### src/design/bgr_pkg.sv
package bgr_pkg;
    localparam int          VAL_W     = 21;
    localparam int          NUM_W     = 28;
    localparam int          DEN_W     = 24;
    localparam int          SP_N      = 6;
    localparam int          TBL_N     = 32;
    localparam int          ITEM_N    = 10;
    localparam logic [6:0]  SEG_TOP   = 7'h64;
    localparam logic [6:0]  TBL_TOP   = 7'h1F;
    // Register byte offsets
    localparam logic [7:0]  ADR_CODE  = 8'h00;
    localparam logic [7:0]  ADR_LO    = 8'h04;
    localparam logic [7:0]  ADR_HI    = 8'h08;
    localparam logic [7:0]  ADR_NOM   = 8'h0C;
    localparam logic [7:0]  ADR_REF   = 8'h10;
    localparam logic [7:0]  ADR_ZONES = 8'h14;
    localparam logic [7:0]  ADR_STAT  = 8'h18;
    localparam logic [7:0]  ADR_SP    = 8'h20;
    localparam logic [7:0]  ADR_TBL   = 8'h80;
    // Setting code digit positions
    localparam int          D1_POS    = 8;
    localparam int          D2_POS    = 4;
    localparam int          D3_POS    = 0;
    localparam logic [3:0]  D1_COLOUR = 4'h2;
    localparam logic [3:0]  D1_SCALE  = 4'h3;
    localparam logic [3:0]  SC_LIN    = 4'h0;
    localparam logic [3:0]  SC_TBL    = 4'h1;
    localparam logic [3:0]  FMT_SP    = 4'h0;
    localparam logic [3:0]  FMT_PV    = 4'h1;
    localparam logic [3:0]  FMT_MM    = 4'h4;
    localparam logic [3:0]  FMT_BAR   = 4'h7;
    localparam logic [1:0]  COL_OFF   = 2'h0;
    // Count limits and reset values
    localparam logic signed [31:0] CNT_MIN = 32'hFFFCF2C1;
    localparam logic signed [31:0] CNT_MAX = 32'h000F423F;
    localparam logic signed [31:0] REF_MIN = 32'h00000001;
    localparam logic [3:0]  FMT_RST   = 4'h7;
    localparam logic [11:0] CODE_RST  = 12'h070;
    localparam logic [20:0] LO_RST    = 21'h000000;
    localparam logic [20:0] HI_RST    = 21'h0003E8;
    localparam logic [20:0] REF_RST   = 21'h000001;
    localparam logic [13:0] ZONE_RST  = 14'h1555;
    localparam logic [2:0]  DEC_MAX   = 3'h6;
    localparam logic [23:0] TEN       = 24'h00000A;

    // Bars per decade from the third digit
    function automatic logic [6:0] bpdOf(input logic [3:0] d3);
        case (d3)
            4'h3:    bpdOf = 7'h0A;
            4'h4:    bpdOf = 7'h14;
            4'h5:    bpdOf = 7'h19;
            4'h6:    bpdOf = 7'h21;
            4'h7:    bpdOf = 7'h32;
            default: bpdOf = 7'h00;
        endcase
    endfunction
endpackage

### src/design/bgr_table_mem.sv
`timescale 1ns/10ps
// Linearization points, one write port and two registered read ports
module bgr_table_mem
    import bgr_pkg::*;
#(
    parameter int DEPTH = TBL_N,
    parameter int WIDTH = VAL_W
) (
    input  wire logic                     clk,
    input  wire logic                     wrEn,
    input  wire logic [$clog2(DEPTH)-1:0] wrAddr,
    input  wire logic [WIDTH-1:0]         wrData,
    input  wire logic [$clog2(DEPTH)-1:0] rdAddrA,
    output logic      [WIDTH-1:0]         rdDataA,
    input  wire logic [$clog2(DEPTH)-1:0] rdAddrB,
    output logic      [WIDTH-1:0]         rdDataB
);
    logic [WIDTH-1:0] mem [DEPTH];

    // No reset on contents: software loads the table
    always_ff @(posedge clk) begin
        if (wrEn) begin
            mem[wrAddr] <= wrData;
        end
        rdDataA <= mem[rdAddrA];
        rdDataB <= mem[rdAddrB];
    end
endmodule

### src/design/bgr_round_div.sv
`timescale 1ns/10ps
// Sequential divider returning num/den rounded to nearest
module bgr_round_div
    import bgr_pkg::*;
#(
    parameter int NW = NUM_W,
    parameter int DW = DEN_W
) (
    input  wire logic          clk,
    input  wire logic          reset,
    input  wire logic          start,
    input  wire logic [NW-1:0] num,
    input  wire logic [DW-1:0] den,
    output logic      [NW-1:0] quo,
    output logic               done
);
    logic [DW:0]           remQ;
    logic [$clog2(NW):0]   cntQ;
    logic                  busyQ;
    logic [DW:0]           remS;

    assign remS = {remQ[DW-1:0], quo[NW-1]};

    // Half the divisor is added first so truncation rounds
    always_ff @(posedge clk or posedge reset) begin
        if (reset) begin
            remQ  <= '0;
            quo   <= '0;
            cntQ  <= '0;
            busyQ <= 1'b0;
            done  <= 1'b0;
        end else begin
            done <= 1'b0;
            if (start) begin
                remQ  <= '0;
                quo   <= num + NW'(den >> 1);
                cntQ  <= ($clog2(NW)+1)'(NW);
                busyQ <= (den != '0);
                done  <= (den == '0);
                if (den == '0) begin
                    quo <= '0;
                end
            end else if (busyQ) begin
                if (remS >= {1'b0, den}) begin
                    remQ <= remS - {1'b0, den};
                    quo  <= {quo[NW-2:0], 1'b1};
                end else begin
                    remQ <= remS;
                    quo  <= {quo[NW-2:0], 1'b0};
                end
                cntQ <= cntQ - 1'b1;
                if (cntQ == ($clog2(NW)+1)'(1)) begin
                    busyQ <= 1'b0;
                    done  <= 1'b1;
                end
            end
        end
    end
endmodule

### src/design/bgr_renderer.sv
// The placing of the registers and the Wishbone interface to the registers are this design's own decisions.
`timescale 1ns/10ps
module bgr_renderer
    import bgr_pkg::*;
(
    input  wire logic                    clk,
    input  wire logic                    reset,
    input  wire logic                    wb_cyc_i,
    input  wire logic                    wb_stb_i,
    input  wire logic                    wb_we_i,
    input  wire logic [7:0]              wb_adr_i,
    input  wire logic [3:0]              wb_sel_i,
    input  wire logic [31:0]             wb_dat_i,
    output logic      [31:0]             wb_dat_o,
    output logic                         wb_ack_o,
    input  wire logic signed [VAL_W-1:0] sigValue,
    input  wire logic signed [VAL_W-1:0] peakValue,
    input  wire logic signed [VAL_W-1:0] valleyValue,
    input  wire logic [SP_N-1:0]         spActive,
    input  wire logic [SP_N-1:0]         spSameSource,
    output logic      [100:0]            segOn,
    output logic      [1:0]              barColour
);
    typedef enum logic [2:0] {
        S_IDLE  = 3'b000,
        S_PREP  = 3'b001,
        S_DIV   = 3'b011,
        S_STORE = 3'b010,
        S_SHOW  = 3'b110,
        S_LOG   = 3'b111,
        S_TBL   = 3'b101
    } bgr_state_t;

    bgr_state_t               stQ;
    logic [11:0]              codeQ;
    logic [3:0]               setupQ, fmtQ, scaleQ;
    logic signed [VAL_W-1:0]  loQ, hiQ, nomQ, refQ;
    logic signed [VAL_W-1:0]  spValQ [SP_N];
    logic [13:0]              zoneQ;
    logic                     pendQ, ackQ;
    logic [31:0]              datQ, wrWord, rdWord;
    logic [20:0]              tblRdA, tblRdB;
    logic [6:0]               posQ [ITEM_N];
    logic [3:0]               itemQ;
    logic                     tblPhQ, divStartQ, divDone;
    logic [NUM_W-1:0]         divNumQ, divQuo;
    logic [DEN_W-1:0]         divDenQ, decQ;
    logic [2:0]               decKQ;
    logic [SP_N-1:0]          spPrevQ;
    logic [2:0]               lastSpQ, zone;
    logic                     lastUpQ, lastValidQ;
    logic [100:0]             segQ, segD;
    logic [1:0]               colQ, colD;
    logic signed [VAL_W-1:0]  itemV, clampV, tblV;
    logic [6:0]               bpd, barLo, barHi, sigP, nomP;
    logic                     wrEn, isLog, nomAtTop;

    assign wb_dat_o  = datQ;
    assign wb_ack_o  = ackQ;
    assign segOn     = segQ;
    assign barColour = colQ;

    // Byte-lane merge, then limit to the given window
    function automatic logic [31:0] wbMerge(input logic [31:0] old);
        for (int b = 0; b < 4; b++) begin
            old[8*b +: 8] = wb_sel_i[b] ? wb_dat_i[8*b +: 8] : old[8*b +: 8];
        end
        return old;
    endfunction

    function automatic logic signed [VAL_W-1:0] clampTo(input logic signed [31:0] v,
                                                        input logic signed [31:0] lo,
                                                        input logic signed [31:0] hi);
        logic signed [31:0] r;
        r = (v < lo) ? lo : ((v > hi) ? hi : v);
        return r[VAL_W-1:0];
    endfunction

    // Ascending position of a setpoint among those on the bar source
    function automatic logic [2:0] spRank(input logic [2:0] j);
        logic [2:0] r;
        r = 3'h0;
        for (int k = 0; k < SP_N; k++) begin
            if (spSameSource[k] && (spValQ[k] < spValQ[j] ||
                (spValQ[k] == spValQ[j] && 3'(k) < j))) begin
                r = r + 3'h1;
            end
        end
        return r;
    endfunction

    // Bus answers on the second edge so table reads can be registered;
    // a write lands only at the edge where the master sees ack high
    assign wrEn = wb_cyc_i & wb_stb_i & wb_we_i & ackQ;

    always_ff @(posedge clk or posedge reset) begin
        if (reset) begin
            pendQ <= 1'b0;
            ackQ  <= 1'b0;
        end else begin
            pendQ <= wb_cyc_i & wb_stb_i & ~pendQ & ~ackQ;
            ackQ  <= wb_cyc_i & wb_stb_i & pendQ;
        end
    end

    // Read mux; unmapped words read as zero
    always_comb begin
        rdWord = 32'h0;
        if (wb_adr_i >= ADR_TBL) begin
            rdWord = 32'(signed'(tblRdA));
        end else if (wb_adr_i >= ADR_SP && wb_adr_i < ADR_SP + 8'h18) begin
            rdWord = 32'(spValQ[3'(wb_adr_i[4:2])]);
        end else begin
            case (wb_adr_i)
                ADR_CODE:  rdWord = {20'h0, codeQ};
                ADR_LO:    rdWord = 32'(loQ);
                ADR_HI:    rdWord = 32'(hiQ);
                ADR_NOM:   rdWord = 32'(nomQ);
                ADR_REF:   rdWord = 32'(refQ);
                ADR_ZONES: rdWord = {18'h0, zoneQ};
                ADR_STAT:  rdWord = {16'h0, 3'(stQ), zone, colQ, 1'b0, posQ[0]};
                default:   rdWord = 32'h0;
            endcase
        end
    end

    always_ff @(posedge clk or posedge reset) begin
        if (reset) begin
            datQ <= 32'h0;
        end else if (pendQ) begin
            datQ <= rdWord;
        end
    end

    assign wrWord = wbMerge(rdWord);

    // Setting code: mode from digit one, format and scaling latched
    always_ff @(posedge clk or posedge reset) begin
        if (reset) begin
            codeQ  <= CODE_RST;
            setupQ <= 4'h0;
            fmtQ   <= FMT_RST;
            scaleQ <= SC_LIN;
        end else if (wrEn && wb_adr_i == ADR_CODE) begin
            codeQ  <= wrWord[11:0];
            setupQ <= wrWord[D1_POS +: 4];
            if (wrWord[D1_POS +: 4] != D1_COLOUR) begin
                fmtQ <= wrWord[D2_POS +: 4];
            end
            if (wrWord[D1_POS +: 4] == D1_SCALE) begin
                scaleQ <= wrWord[D3_POS +: 4];
            end
        end
    end

    // Scaling words change only in scaling setup, colours in colour setup
    always_ff @(posedge clk or posedge reset) begin
        if (reset) begin
            loQ   <= LO_RST;
            hiQ   <= HI_RST;
            nomQ  <= LO_RST;
            refQ  <= REF_RST;
            zoneQ <= ZONE_RST;
        end else if (wrEn) begin
            if (setupQ == D1_SCALE) begin
                case (wb_adr_i)
                    ADR_LO:  loQ  <= clampTo(wrWord, CNT_MIN, CNT_MAX);
                    ADR_HI:  hiQ  <= clampTo(wrWord, CNT_MIN, CNT_MAX);
                    ADR_NOM: nomQ <= clampTo(wrWord, CNT_MIN, CNT_MAX);
                    ADR_REF: refQ <= clampTo(wrWord, REF_MIN, CNT_MAX);
                    default: ;
                endcase
            end
            if (setupQ == D1_COLOUR && wb_adr_i == ADR_ZONES) begin
                zoneQ <= wrWord[13:0];
            end
        end
    end

    always_ff @(posedge clk or posedge reset) begin
        if (reset) begin
            for (int j = 0; j < SP_N; j++) begin
                spValQ[j] <= LO_RST;
            end
        end else if (wrEn && wb_adr_i >= ADR_SP && wb_adr_i < ADR_SP + 8'h18) begin
            spValQ[3'(wb_adr_i[4:2])] <= clampTo(wrWord, CNT_MIN, CNT_MAX);
        end
    end

    bgr_table_mem u_tbl (
        .clk     (clk),
        .wrEn    (wrEn && setupQ == D1_SCALE && wb_adr_i >= ADR_TBL),
        .wrAddr  (wb_adr_i[6:2]),
        .wrData  (wrWord[20:0]),
        .rdAddrA (wb_adr_i[6:2]),
        .rdDataA (tblRdA),
        .rdAddrB (divQuo[4:0]),
        .rdDataB (tblRdB)
    );

    bgr_round_div u_div (
        .clk   (clk),
        .reset (reset),
        .start (divStartQ),
        .num   (divNumQ),
        .den   (divDenQ),
        .quo   (divQuo),
        .done  (divDone)
    );

    // Value of the item being scaled: signal, start, peak, valley, setpoints
    always_comb begin
        case (itemQ)
            4'h0:    itemV = sigValue;
            4'h1:    itemV = nomQ;
            4'h2:    itemV = peakValue;
            4'h3:    itemV = valleyValue;
            default: itemV = spValQ[3'(itemQ - 4'h4)];
        endcase
    end

    assign isLog  = (bpdOf(scaleQ) != 7'h0);
    assign bpd    = bpdOf(scaleQ);
    assign clampV = clampTo(32'(itemV), 32'(loQ), 32'(hiQ));
    assign tblV   = clampTo(32'(signed'(tblRdB)), 32'(loQ), 32'(hiQ));

    // Scaling engine walks all items, then refreshes the segments
    always_ff @(posedge clk or posedge reset) begin
        if (reset) begin
            stQ       <= S_IDLE;
            itemQ     <= 4'h0;
            tblPhQ    <= 1'b0;
            divStartQ <= 1'b0;
            divNumQ   <= '0;
            divDenQ   <= '0;
            decQ      <= '0;
            decKQ     <= 3'h0;
            for (int i = 0; i < ITEM_N; i++) begin
                posQ[i] <= 7'h0;
            end
        end else begin
            divStartQ <= 1'b0;
            case (stQ)
                S_IDLE: stQ <= S_PREP;
                S_PREP: begin
                    if (isLog) begin
                        decQ  <= DEN_W'(refQ);
                        decKQ <= 3'h0;
                        stQ   <= (itemV <= refQ) ? S_STORE : S_LOG;
                        divNumQ <= '0;
                    end else begin
                        divNumQ   <= NUM_W'(unsigned'(clampV - loQ)) *
                                     NUM_W'((scaleQ == SC_TBL && itemQ != 4'h1 && itemQ < 4'h4)
                                            ? TBL_TOP : SEG_TOP);
                        divDenQ   <= (hiQ > loQ) ? DEN_W'(hiQ - loQ) : '0;
                        tblPhQ    <= scaleQ == SC_TBL && itemQ != 4'h1 && itemQ < 4'h4;
                        divStartQ <= 1'b1;
                        stQ       <= S_DIV;
                    end
                end
                S_LOG: begin
                    if (DEN_W'(itemV) >= decQ * TEN && decKQ < DEC_MAX) begin
                        decQ  <= decQ * TEN;
                        decKQ <= decKQ + 3'h1;
                    end else begin
                        divNumQ   <= NUM_W'(DEN_W'(itemV) - decQ) * NUM_W'(bpd);
                        divDenQ   <= decQ * DEN_W'(9);
                        divStartQ <= 1'b1;
                        stQ       <= S_DIV;
                    end
                end
                S_DIV: begin
                    if (divDone) begin
                        stQ <= tblPhQ ? S_TBL : S_STORE;
                        divNumQ <= divQuo + (isLog ? NUM_W'(decKQ) * NUM_W'(bpd) : '0);
                    end
                end
                S_TBL: begin
                    tblPhQ    <= 1'b0;
                    divNumQ   <= NUM_W'(unsigned'(tblV - loQ)) * NUM_W'(SEG_TOP);
                    divStartQ <= 1'b1;
                    stQ       <= S_DIV;
                end
                S_STORE: begin
                    posQ[itemQ] <= (divNumQ > NUM_W'(SEG_TOP)) ? SEG_TOP : divNumQ[6:0];
                    itemQ       <= (itemQ == 4'(ITEM_N - 1)) ? 4'h0 : itemQ + 4'h1;
                    stQ         <= (itemQ == 4'(ITEM_N - 1)) ? S_SHOW : S_PREP;
                end
                S_SHOW:  stQ <= S_PREP;
                default: stQ <= S_IDLE;
            endcase
        end
    end

    // Latest setpoint on the bar source to activate, and its direction
    always_ff @(posedge clk or posedge reset) begin
        if (reset) begin
            spPrevQ    <= '0;
            lastSpQ    <= 3'h0;
            lastUpQ    <= 1'b0;
            lastValidQ <= 1'b0;
        end else begin
            spPrevQ <= spActive;
            if (lastUpQ && !(spActive[lastSpQ] && spSameSource[lastSpQ])) begin
                lastUpQ <= 1'b0;
            end
            for (int j = 0; j < SP_N; j++) begin
                if (spActive[j] && !spPrevQ[j] && spSameSource[j]) begin
                    lastSpQ    <= 3'(j);
                    lastUpQ    <= 1'b1;
                    lastValidQ <= 1'b1;
                end
            end
        end
    end

    // Zone 0 below the lowest setpoint up to zone 6 above the highest
    assign zone = lastValidQ ? spRank(lastSpQ) + {2'h0, lastUpQ} : 3'h0;
    assign colD = zoneQ[2*zone +: 2];

    assign sigP     = posQ[0];
    assign nomP     = posQ[1];
    assign nomAtTop = (nomQ >= hiQ);
    assign barLo    = (fmtQ == FMT_MM) ? ((posQ[3] < sigP) ? posQ[3] : sigP)
                                       : ((sigP < nomP) ? sigP : nomP);
    assign barHi    = (fmtQ == FMT_MM) ? ((posQ[2] > sigP) ? posQ[2] : sigP)
                                       : ((sigP > nomP) ? sigP : nomP);

    // One comparison slice per segment
    for (genvar i = 0; i <= 100; i++) begin : g_seg
        localparam logic [6:0] IDX = 7'(i);
        logic inBar, spMark, pvMark;
        assign inBar  = IDX >= barLo && IDX <= barHi &&
                        !(fmtQ != FMT_MM && nomAtTop && sigP == SEG_TOP);
        assign pvMark = (fmtQ == FMT_PV) && (IDX == posQ[2] || IDX == posQ[3]);
        always_comb begin
            spMark = 1'b0;
            for (int j = 0; j < SP_N; j++) begin
                if (spSameSource[j] && IDX == posQ[4 + j]) begin
                    spMark = 1'b1;
                end
            end
        end
        assign segD[i] = (colD != COL_OFF) && (inBar || pvMark ||
                         (spMark && !inBar && (fmtQ == FMT_SP || fmtQ == FMT_MM)));
    end

    always_ff @(posedge clk or posedge reset) begin
        if (reset) begin
            segQ <= '0;
            colQ <= COL_OFF;
        end else if (stQ == S_SHOW) begin
            segQ <= segD;
            colQ <= colD;
        end
    end
endmodule

### config.mk
export PLATFORM = sky130hd
export DESIGN_NAME = bgr_renderer
export DESIGN_NICKNAME = d
export VERILOG_FILES = /design/src/design/bgr_pkg.sv /design/src/design/bgr_table_mem.sv /design/src/design/bgr_round_div.sv /design/src/design/bgr_renderer.sv
export SDC_FILE = /design/constraint.sdc
export NUM_CORES = 2
export LEC_CHECK = 0
export CAP_MARGIN = 20
export CORE_MARGIN = 4
export CORE_UTILIZATION = 45
export DETAILED_ROUTE_END_ITERATION = 16
export DONT_BUFFER_PORTS = 1
export SETUP_SLACK_MARGIN = 0.05
export SYNTH_ARGS = -nofsm -noshare
export SYNTH_HDL_FRONTEND = slang
export SYNTH_HIERARCHICAL = 1
export SYNTH_SLANG_ARGS = --single-unit
### constraint.sdc
create_clock -name clk -period 14.44 [get_ports clk]
set_input_delay 0.722 -clock clk [delete_from_list [all_inputs] [get_ports clk]]
set_output_delay 0.722 -clock clk [all_outputs]
set_load 0.005 [all_outputs]
# Word-level counts from Yosys, hierarchy flattened
# Memories as Yosys holds them, arrays and structs flattened. A register that Yosys moved wholly into a read port is not among the register bits.
# Cells that the tools add are included.
# totals
ram_bits	672
regBits	614
out_inout_bits	136
memories	1
# classes
addsub	17
n_shift	1
mul	6
n_reduce_logical	1706
n_mux	720
eq_ne	843
magnitude_cmp	243
bitwise	12
# memory_table
memory	words	width	rd	rd_ports_with_merged_regs	wr	line_no	rtl
u_tbl.mem	32	21	2	2	1	bgr_table_mem.sv:18	logic [WIDTH-1:0] mem [DEPTH];
# ops
op	n
equality test 7 bit (first input constant)	296
equality test 6 x 7 -> 1 bit (first input constant)	256
logical AND 1 bit	1252
equality test 5 x 7 -> 1 bit (first input constant)	128
two-way mux 1 bit	634
equality test 4 x 7 -> 1 bit (first input constant)	64
logical OR 1 bit	310
two-way mux 21 bit	14
>= comparator 7 bit (first input constant)	37
less-or-equal comparator 7 bit (first input constant)	37
equality test 3 x 7 -> 1 bit (first input constant)	32
>= comparator 6 x 7 -> 1 bit (first input constant)	32
less-or-equal comparator 6 x 7 -> 1 bit (first input constant)	32
one-hot mux 32 bit (7 select lines)	1
two-way mux 24 bit	8
binary-select mux 21 bit (select 3 bit)	3
less-than comparator 21 bit	8
two-way mux 28 bit	6
bitwise mux 126 bit	1
equality test 21 bit	6
equality test 2 x 7 -> 1 bit (first input constant)	16
>= comparator 5 x 7 -> 1 bit (first input constant)	16
less-or-equal comparator 5 x 7 -> 1 bit (first input constant)	16
one-hot mux 28 bit (4 select lines)	1
other kinds (104)	342

# Longest topological paths before layout
# logic_depth
depth_word	29
mapped_depth	56
mapped_depth_nobuf	53

# Modules after synthesis
# Netlist, hierarchy kept.
# modules_own_cells
mod	seq_area_each_um2	instances	cells_each	area_per_inst_um2
bgr_renderer	13513.0	1	7394	60189.0
bgr_table_mem	21020.2	1	2244	33124.3
bgr_round_div	1501.4	1	643	5519.0

# Least setup slack after synthesis
# OpenSTA, ideal clock, no wires.
# synth_timing
path_type	register to register
start	register itemQ[0]
end	register divNumQ[25]
period_less_slack_ns	11.490
arrival_time_ns	11.364
setup_slack_ns	2.950
stages_incl_launch_ff	53
cell_sequence	dfrtp_1 > clkbuf_1 > clkbuf_1 > clkbuf_1 > buf_1 > mux2i_1 > o21ai_0 > mux2_2 > ha_1 > o21a_1 > o21a_1 > o21ai_0 > a21oi_1 > o21bai_1 > a21o_1 > a21oi_1 > o21ai_1 > clkbuf_1 > [17 not listed] > inv_1 > fa_1 > fa_1 > inv_1 > fa_1 > inv_1 > ha_1 > a21oi_1 > and3_1 > nand2_1 > a31oi_1 > o21bai_1 > a21oi_1 > nor2b_1 > o21ai_0 > xor2_1 > o221ai_1 > o32a_1
# synth_via
elab_chain_len	13
word_cells_on_any_way	30
classes_between	add/sub (3); mul (2); order compare (4); eq/ne (5); mux (10); bitwise (1); reduce/logical (5)
# synth_lines
element	line_no	rtl
from (decl)	bgr_renderer.sv:44	logic [3:0] itemQ;
from (signal assigned)	bgr_renderer.sv:286	itemQ <= (itemQ == 4'(ITEM_N - 1)) ? 4'h0 : itemQ + 4'h1;
subtractor 3 bit	bgr_renderer.sv:218	default: itemV = spValQ[3'(itemQ - 4'h4)];
inverter 3 -> 4 bit (implied by the code)	bgr_renderer.sv:218	
binary-select mux 21 bit (select 3 bit)	bgr_renderer.sv:218	
two-way mux 21 bit (implied by the code) (2 in a row)	bgr_renderer.sv:218	
one-hot mux 21 bit (4 select lines)	bgr_renderer.sv:213	case (itemQ)
> comparator 21 bit	bgr_renderer.sv:75	r = (v < lo) ? lo : ((v > hi) ? hi : v);
two-way mux 21 bit (2 in a row)	bgr_renderer.sv:75	
subtractor 21 bit	bgr_renderer.sv:252	divNumQ <= NUM_W'(unsigned'(clampV - loQ)) *
multiplier 21 x 7 -> 28 bit	bgr_renderer.sv:252	
two-way mux 28 bit	bgr_renderer.sv:246	if (isLog) begin
one-hot mux 28 bit (4 select lines)	bgr_renderer.sv:243	case (stQ)
to (signal assigned)	bgr_renderer.sv:252	
to (signal assigned)	bgr_renderer.sv:266	divNumQ <= NUM_W'(DEN_W'(itemV) - decQ) * NUM_W'(bpd);
to (signal assigned)	bgr_renderer.sv:275	divNumQ <= divQuo + (isLog ? NUM_W'(decKQ) * NUM_W'(bpd) : '0);
to (decl)	bgr_renderer.sv:46	logic [NUM_W-1:0] divNumQ, divQuo;
# Parallel ways exist; a longest one is shown, timed or not. The select of a mux whose other input is x is not followed.
# A chain may end at the register's enable or synchronous reset.

# Final worst setup path
# layout_timing
start	register itemQ[0]
end	register divNumQ[26]
# Same word-level chain as after synthesis.

==> results.txt <==
----------------------------------------------------
[Timing]
  Fraction of the cycle the final worst path needs ... 0.875
  Worst slew margin relative to its limit ... 0.120
  Summed negative setup slack over all endpoints ... 0 ns
  Transition time at the pin with the least slew margin ... around 1.3 ns
  Final setup slack of the worst path ... roughly 1.8 ns
  Clock Skew ... 0.109 ns
  Unrepaired setup endpoints after global routing ... false
  Number of slew-limit violations in the final report ... 0
  Number of failing hold endpoints at the final stage ... 0
  Number of failing setup endpoints in the final timing report ... 0
  Highest achievable clock rate ... between 70 and 80 MHz
  Min Tclk post-route ... roughly 13 ns

[Detailed routing]
  Number of vias per cell after detailed routing ... 6.72
  Met1 WL ... roughly 170 mm
  Iteration-0 DRC count of the detailed router ... ~11,000
  Number of detailed-route iterations in the first pass ... 9
  Highest metal layer used by the detailed router ... met5
  Post-route antenna net violation count ... 0
  Routed length on met3 ... 43.0 mm
  Via count of the routed design ... around 88,000
  Met2 layer wire length in the routed design ... 202 mm
  Routed len/inst ... 34.7 um
  Final Routed Wirelength ... between 400 and 500 mm
  Remaining DRCs ... 0

[Clock network]
  TritonCTS clock tree ... built
  Number of clock sinks ... 1,313
  Number of buffers added by the clock tree synthesis step ... 153
  Clock tree buffer depth ... 3
  Library cell used as clock root buffer ... sky130_fd_sc_hd__clkbuf_16
  Depth of the CTS H-tree ... 4
  Latest clock arrival within the worst-skew pair ... 0.87 ns
  Setup fix buffers added after clock tree synthesis ... 0
  Clock-pin slew reported for the worst setup and hold paths after clock tree synthesis ... about 0.060 ns

[Setup path]
  Worst setup path category ... reg -> reg
  Data arrival at the endpoint of the critical path ... 13.35 ns
  Crit path largest cell delay ... 0.84 ns
  Critical Path RT ... 15.15 ns
  Kind of end point of the critical path ... flip-flop
  Critical Path Start Type ... flip-flop
  Cell with the largest stage delay on the worst path ... sky130_fd_sc_hd__dfrtp_4
  Worst-path fanout max ... slightly above 40

[Synth]
  Avg Cell Area, Syn ... 9.61 sq um
  Leading register cell type out of synthesis ... sky130_fd_sc_hd__edfxtp_1
  Asr flop ratio synth ... 0.456
  Biggest area contributors in the synthesized netlist ... sky130_fd_sc_hd__edfxtp_1, sky130_fd_sc_hd__dfrtp_1, sky130_fd_sc_hd__ha_1, sky130_fd_sc_hd__mux2i_1, sky130_fd_sc_hd__fa_1
  Sequential element share of the synthesized area ... 0.365
  Number of enable flip-flop cells after synthesis ... 672
  Library cells used by synthesis ... 124
  Cell area after synthesis ... 0.0988 sq mm
  Synthesized netlist cell count ... 10,281
  #FFs+latches synth ... 1,313
  Post-synth net total ... 11,296
  Synth area leader ... sky130_fd_sc_hd__edfxtp_1
  Top cell type's share of synthesized area ... 0.204
  Warnings from Yosys ... 6

[Die]
  Full die area ... ~0.23 sq mm
  Initial Utilization ... 0.454
  Floorplan core area ... 0.218 sq mm
  Num ports ... 260
  Horizontal extent of the die ... roughly 480 um
  Vertical extent of the die ... 477 um
  Rows ... between 150 and 200

[Place]
  I/O Buffers ... 0
  Pre-CTS WS ... 1.93 ns
  Weighted congestion at the end of routability-driven global placement ... approximately 1.0
  DP HPWL ... 337 mm
  Post-place instance area ... 0.101 sq mm

[Outcome]
  Run status ... finished, final reports clean

[Global route]
  Overall Global Routing Usage ... 0.384
  Maximum number of pins on one net before global-route repair ... 404
  Vias in the first global route ... 84,041
  Antenna violations before repair ... 54
  GRT overflow ... 0
  Wire length of the first global-routing pass ... 636 mm

[Cells and area]
  Layout Cell Area excl Fill ... 0.107 sq mm
  Synthesis-to-finish area growth ... 8.21%
  Area taken by flip-flops and latches ... 0.0360 sq mm
  Net count, final ... 11,077
  Count of filler cells inserted in the layout ... 20,211
  Share of final-layout standard cells stronger than drive strength 1 ... 0.0837
  Multi-input logic area ... roughly 0.058 sq mm

[Hold path]
  Hold Path Class ... in -> reg

[Job]
  Count of max-cap constraint violations ... 0

----------------------------------------------------
[synth_stat cells, types with 123 or more instances]
| master | instances |
|---|---|
| sky130_fd_sc_hd__a21o_1 | 143 |
| sky130_fd_sc_hd__a21oi_1 | 540 |
| sky130_fd_sc_hd__a22o_1 | 132 |
| sky130_fd_sc_hd__a22oi_1 | 217 |
| sky130_fd_sc_hd__clkbuf_1 | 412 |
| sky130_fd_sc_hd__dfrtp_1 | 579 |
| sky130_fd_sc_hd__edfxtp_1 | 672 |
| sky130_fd_sc_hd__fa_1 | 216 |
| sky130_fd_sc_hd__ha_1 | 675 |
| sky130_fd_sc_hd__inv_1 | 605 |
| sky130_fd_sc_hd__mux2i_1 | 830 |
| sky130_fd_sc_hd__nand2_1 | 1140 |
| sky130_fd_sc_hd__nand3_1 | 264 |
| sky130_fd_sc_hd__nand4_1 | 123 |
| sky130_fd_sc_hd__nor2_1 | 577 |
| sky130_fd_sc_hd__nor3_1 | 165 |
| sky130_fd_sc_hd__o21ai_0 | 534 |
| sky130_fd_sc_hd__o22ai_1 | 351 |
| sky130_fd_sc_hd__xnor2_1 | 155 |
[state kept, by name, indices dropped and copies added (netlist names), 7 cells and up]
name and cells:
sigP 7, wb_dat_o 21, u_tbl/rdDataB 21, u_div/quo 28, nomQ 21, u_div/remQ 24
codeQ 12, divNumQ 28, loQ 21, divDenQ 24, refQ 21, segOn 101
hiQ 21, u_tbl/mem 672, decQ 24, zoneQ 14, nomP 7, spValQ 126
posQ 56, u_tbl/rdDataA 21
[cells in the final DEF (no fill, tap or decap), drive strengths merged, types with 32 or more instances in the layout]
master / synthesis / final
o21bai: 32 / 32
mux2: 81 / 81
a221oi: 101 / 101
o21a: 74 / 74
o21ai: 613 / 613
or3: 41 / 41
ha: 675 / 675
o22ai: 351 / 351
a22oi: 217 / 217
mux2i: 831 / 831
fa: 216 / 216
o211ai: 37 / 37
edfxtp: 672 / 672
clkinv: 1 / 53
xor2: 85 / 85
and2: 64 / 64
mux4: 75 / 75
nand3b: 35 / 35
and3: 41 / 41
o221ai: 65 / 65
nor4: 62 / 62
nand3: 264 / 264
xnor2: 155 / 155
buf: 183 / 224
a31oi: 109 / 109
dfxtp: 42 / 42
a211oi: 80 / 80
inv: 607 / 615
nor2: 584 / 584
nand2: 1143 / 1143
o31ai: 43 / 43
a21oi: 544 / 544
nand2b: 105 / 105
dfrtp: 579 / 579
a21o: 146 / 146
a22o: 132 / 132
nand4: 123 / 123
nor3: 166 / 166
clkbuf: 424 / 203
nor2b: 105 / 105
[stage by stage]
step	utilization	hold WS [ns]	std cells
after CTS	0.490	0.00243	13035
after detailed placement	0.465	0.431	12744
after floorplan	-	0.424	10281
after global placement	0.465	0.434	12741
after global routing	0.491	0.0219	13054
final	0.491	0.0543	13063
[final timing paths]
kind	slack [ns]	cells past startpoint	start	endpoint
setup / recovery	1.80	50	itemQ[0]$_DFFE_PP0P_	divNumQ[26]$_DFFE_PP0P_
hold / removal	0.05	1	wb_stb_i	wb_ack_o$_DFF_PP0_
setup reg to reg	1.80	50	itemQ[0]$_DFFE_PP0P_	divNumQ[26]$_DFFE_PP0P_
max in group asynchronous	11.05	5	reset	spValQ[72]$_DFFE_PP0P_
hold reg to reg	0.45	1	spPrevQ[5]$_DFF_PP0_	lastSpQ[0]$_DFFE_PP0P_
min in group asynchronous	0.39	2	reset	u_div/remQ[17]$_DFFE_PP0P_
[critical path, delay by kind of cell (launching register included)]
| kind | cells | cell delay, ns |
|---|---|---|
| adder cells (fa/ha/maj) | 7 | 3.00 |
| buffers and inverters | 4 | 0.79 |
| XOR/XNOR | 1 | 0.25 |
| AO/OA/AOI/OAI | 27 | 5.67 |
| flip-flops | 1 | 0.84 |
| multiplexers | 3 | 1.12 |
| AND/OR/NAND/NOR | 8 | 0.88 |
[per-layer routing]
layer,vias up,GRT usage
li1,37769,-
met1,43524,0.485
met2,5146,0.601
met3,1267,0.0848
met4,34,0.238
met5,-,0
[cell families (layout without fill, tap and decap cells)]
kind of cell / count (synthesis) / after routing / share of synthesized area
buffers and inverters: 1215 / 1123 / 0.0540
multiplexers: 987 / 987 / 0.111
XOR/XNOR: 242 / 242 / 0.0217
AO/OA/AOI/OAI: 2775 / 2775 / 0.185
AND/OR/NAND/NOR: 2857 / 2857 / 0.135
flip-flops: 1313 / 1313 / 0.365
adder cells (fa/ha/maj): 891 / 891 / 0.129
other: 1 / 21 / 0.0000379
[area by class of cell]
class                      count  area share
antenna                       20    0.000468
clock buffer                 203      0.0399
clock inverter                79     0.00948
inverter                     608      0.0214
multi-input combinational   7753       0.541
sequential                  1313       0.337
tap                         2854      0.0334
timing repair buffer         233      0.0178
[repair_timing]
action | 4_1_cts | 5_1_grt
hold endpoints to repair | 36 | 0
hold buffers | 9 | 0
resized for setup | 0 | 0
Power is left out: the tool's default activity adds up to more than one toggle a clock period on the data nets, which glitch-free logic cannot reach.
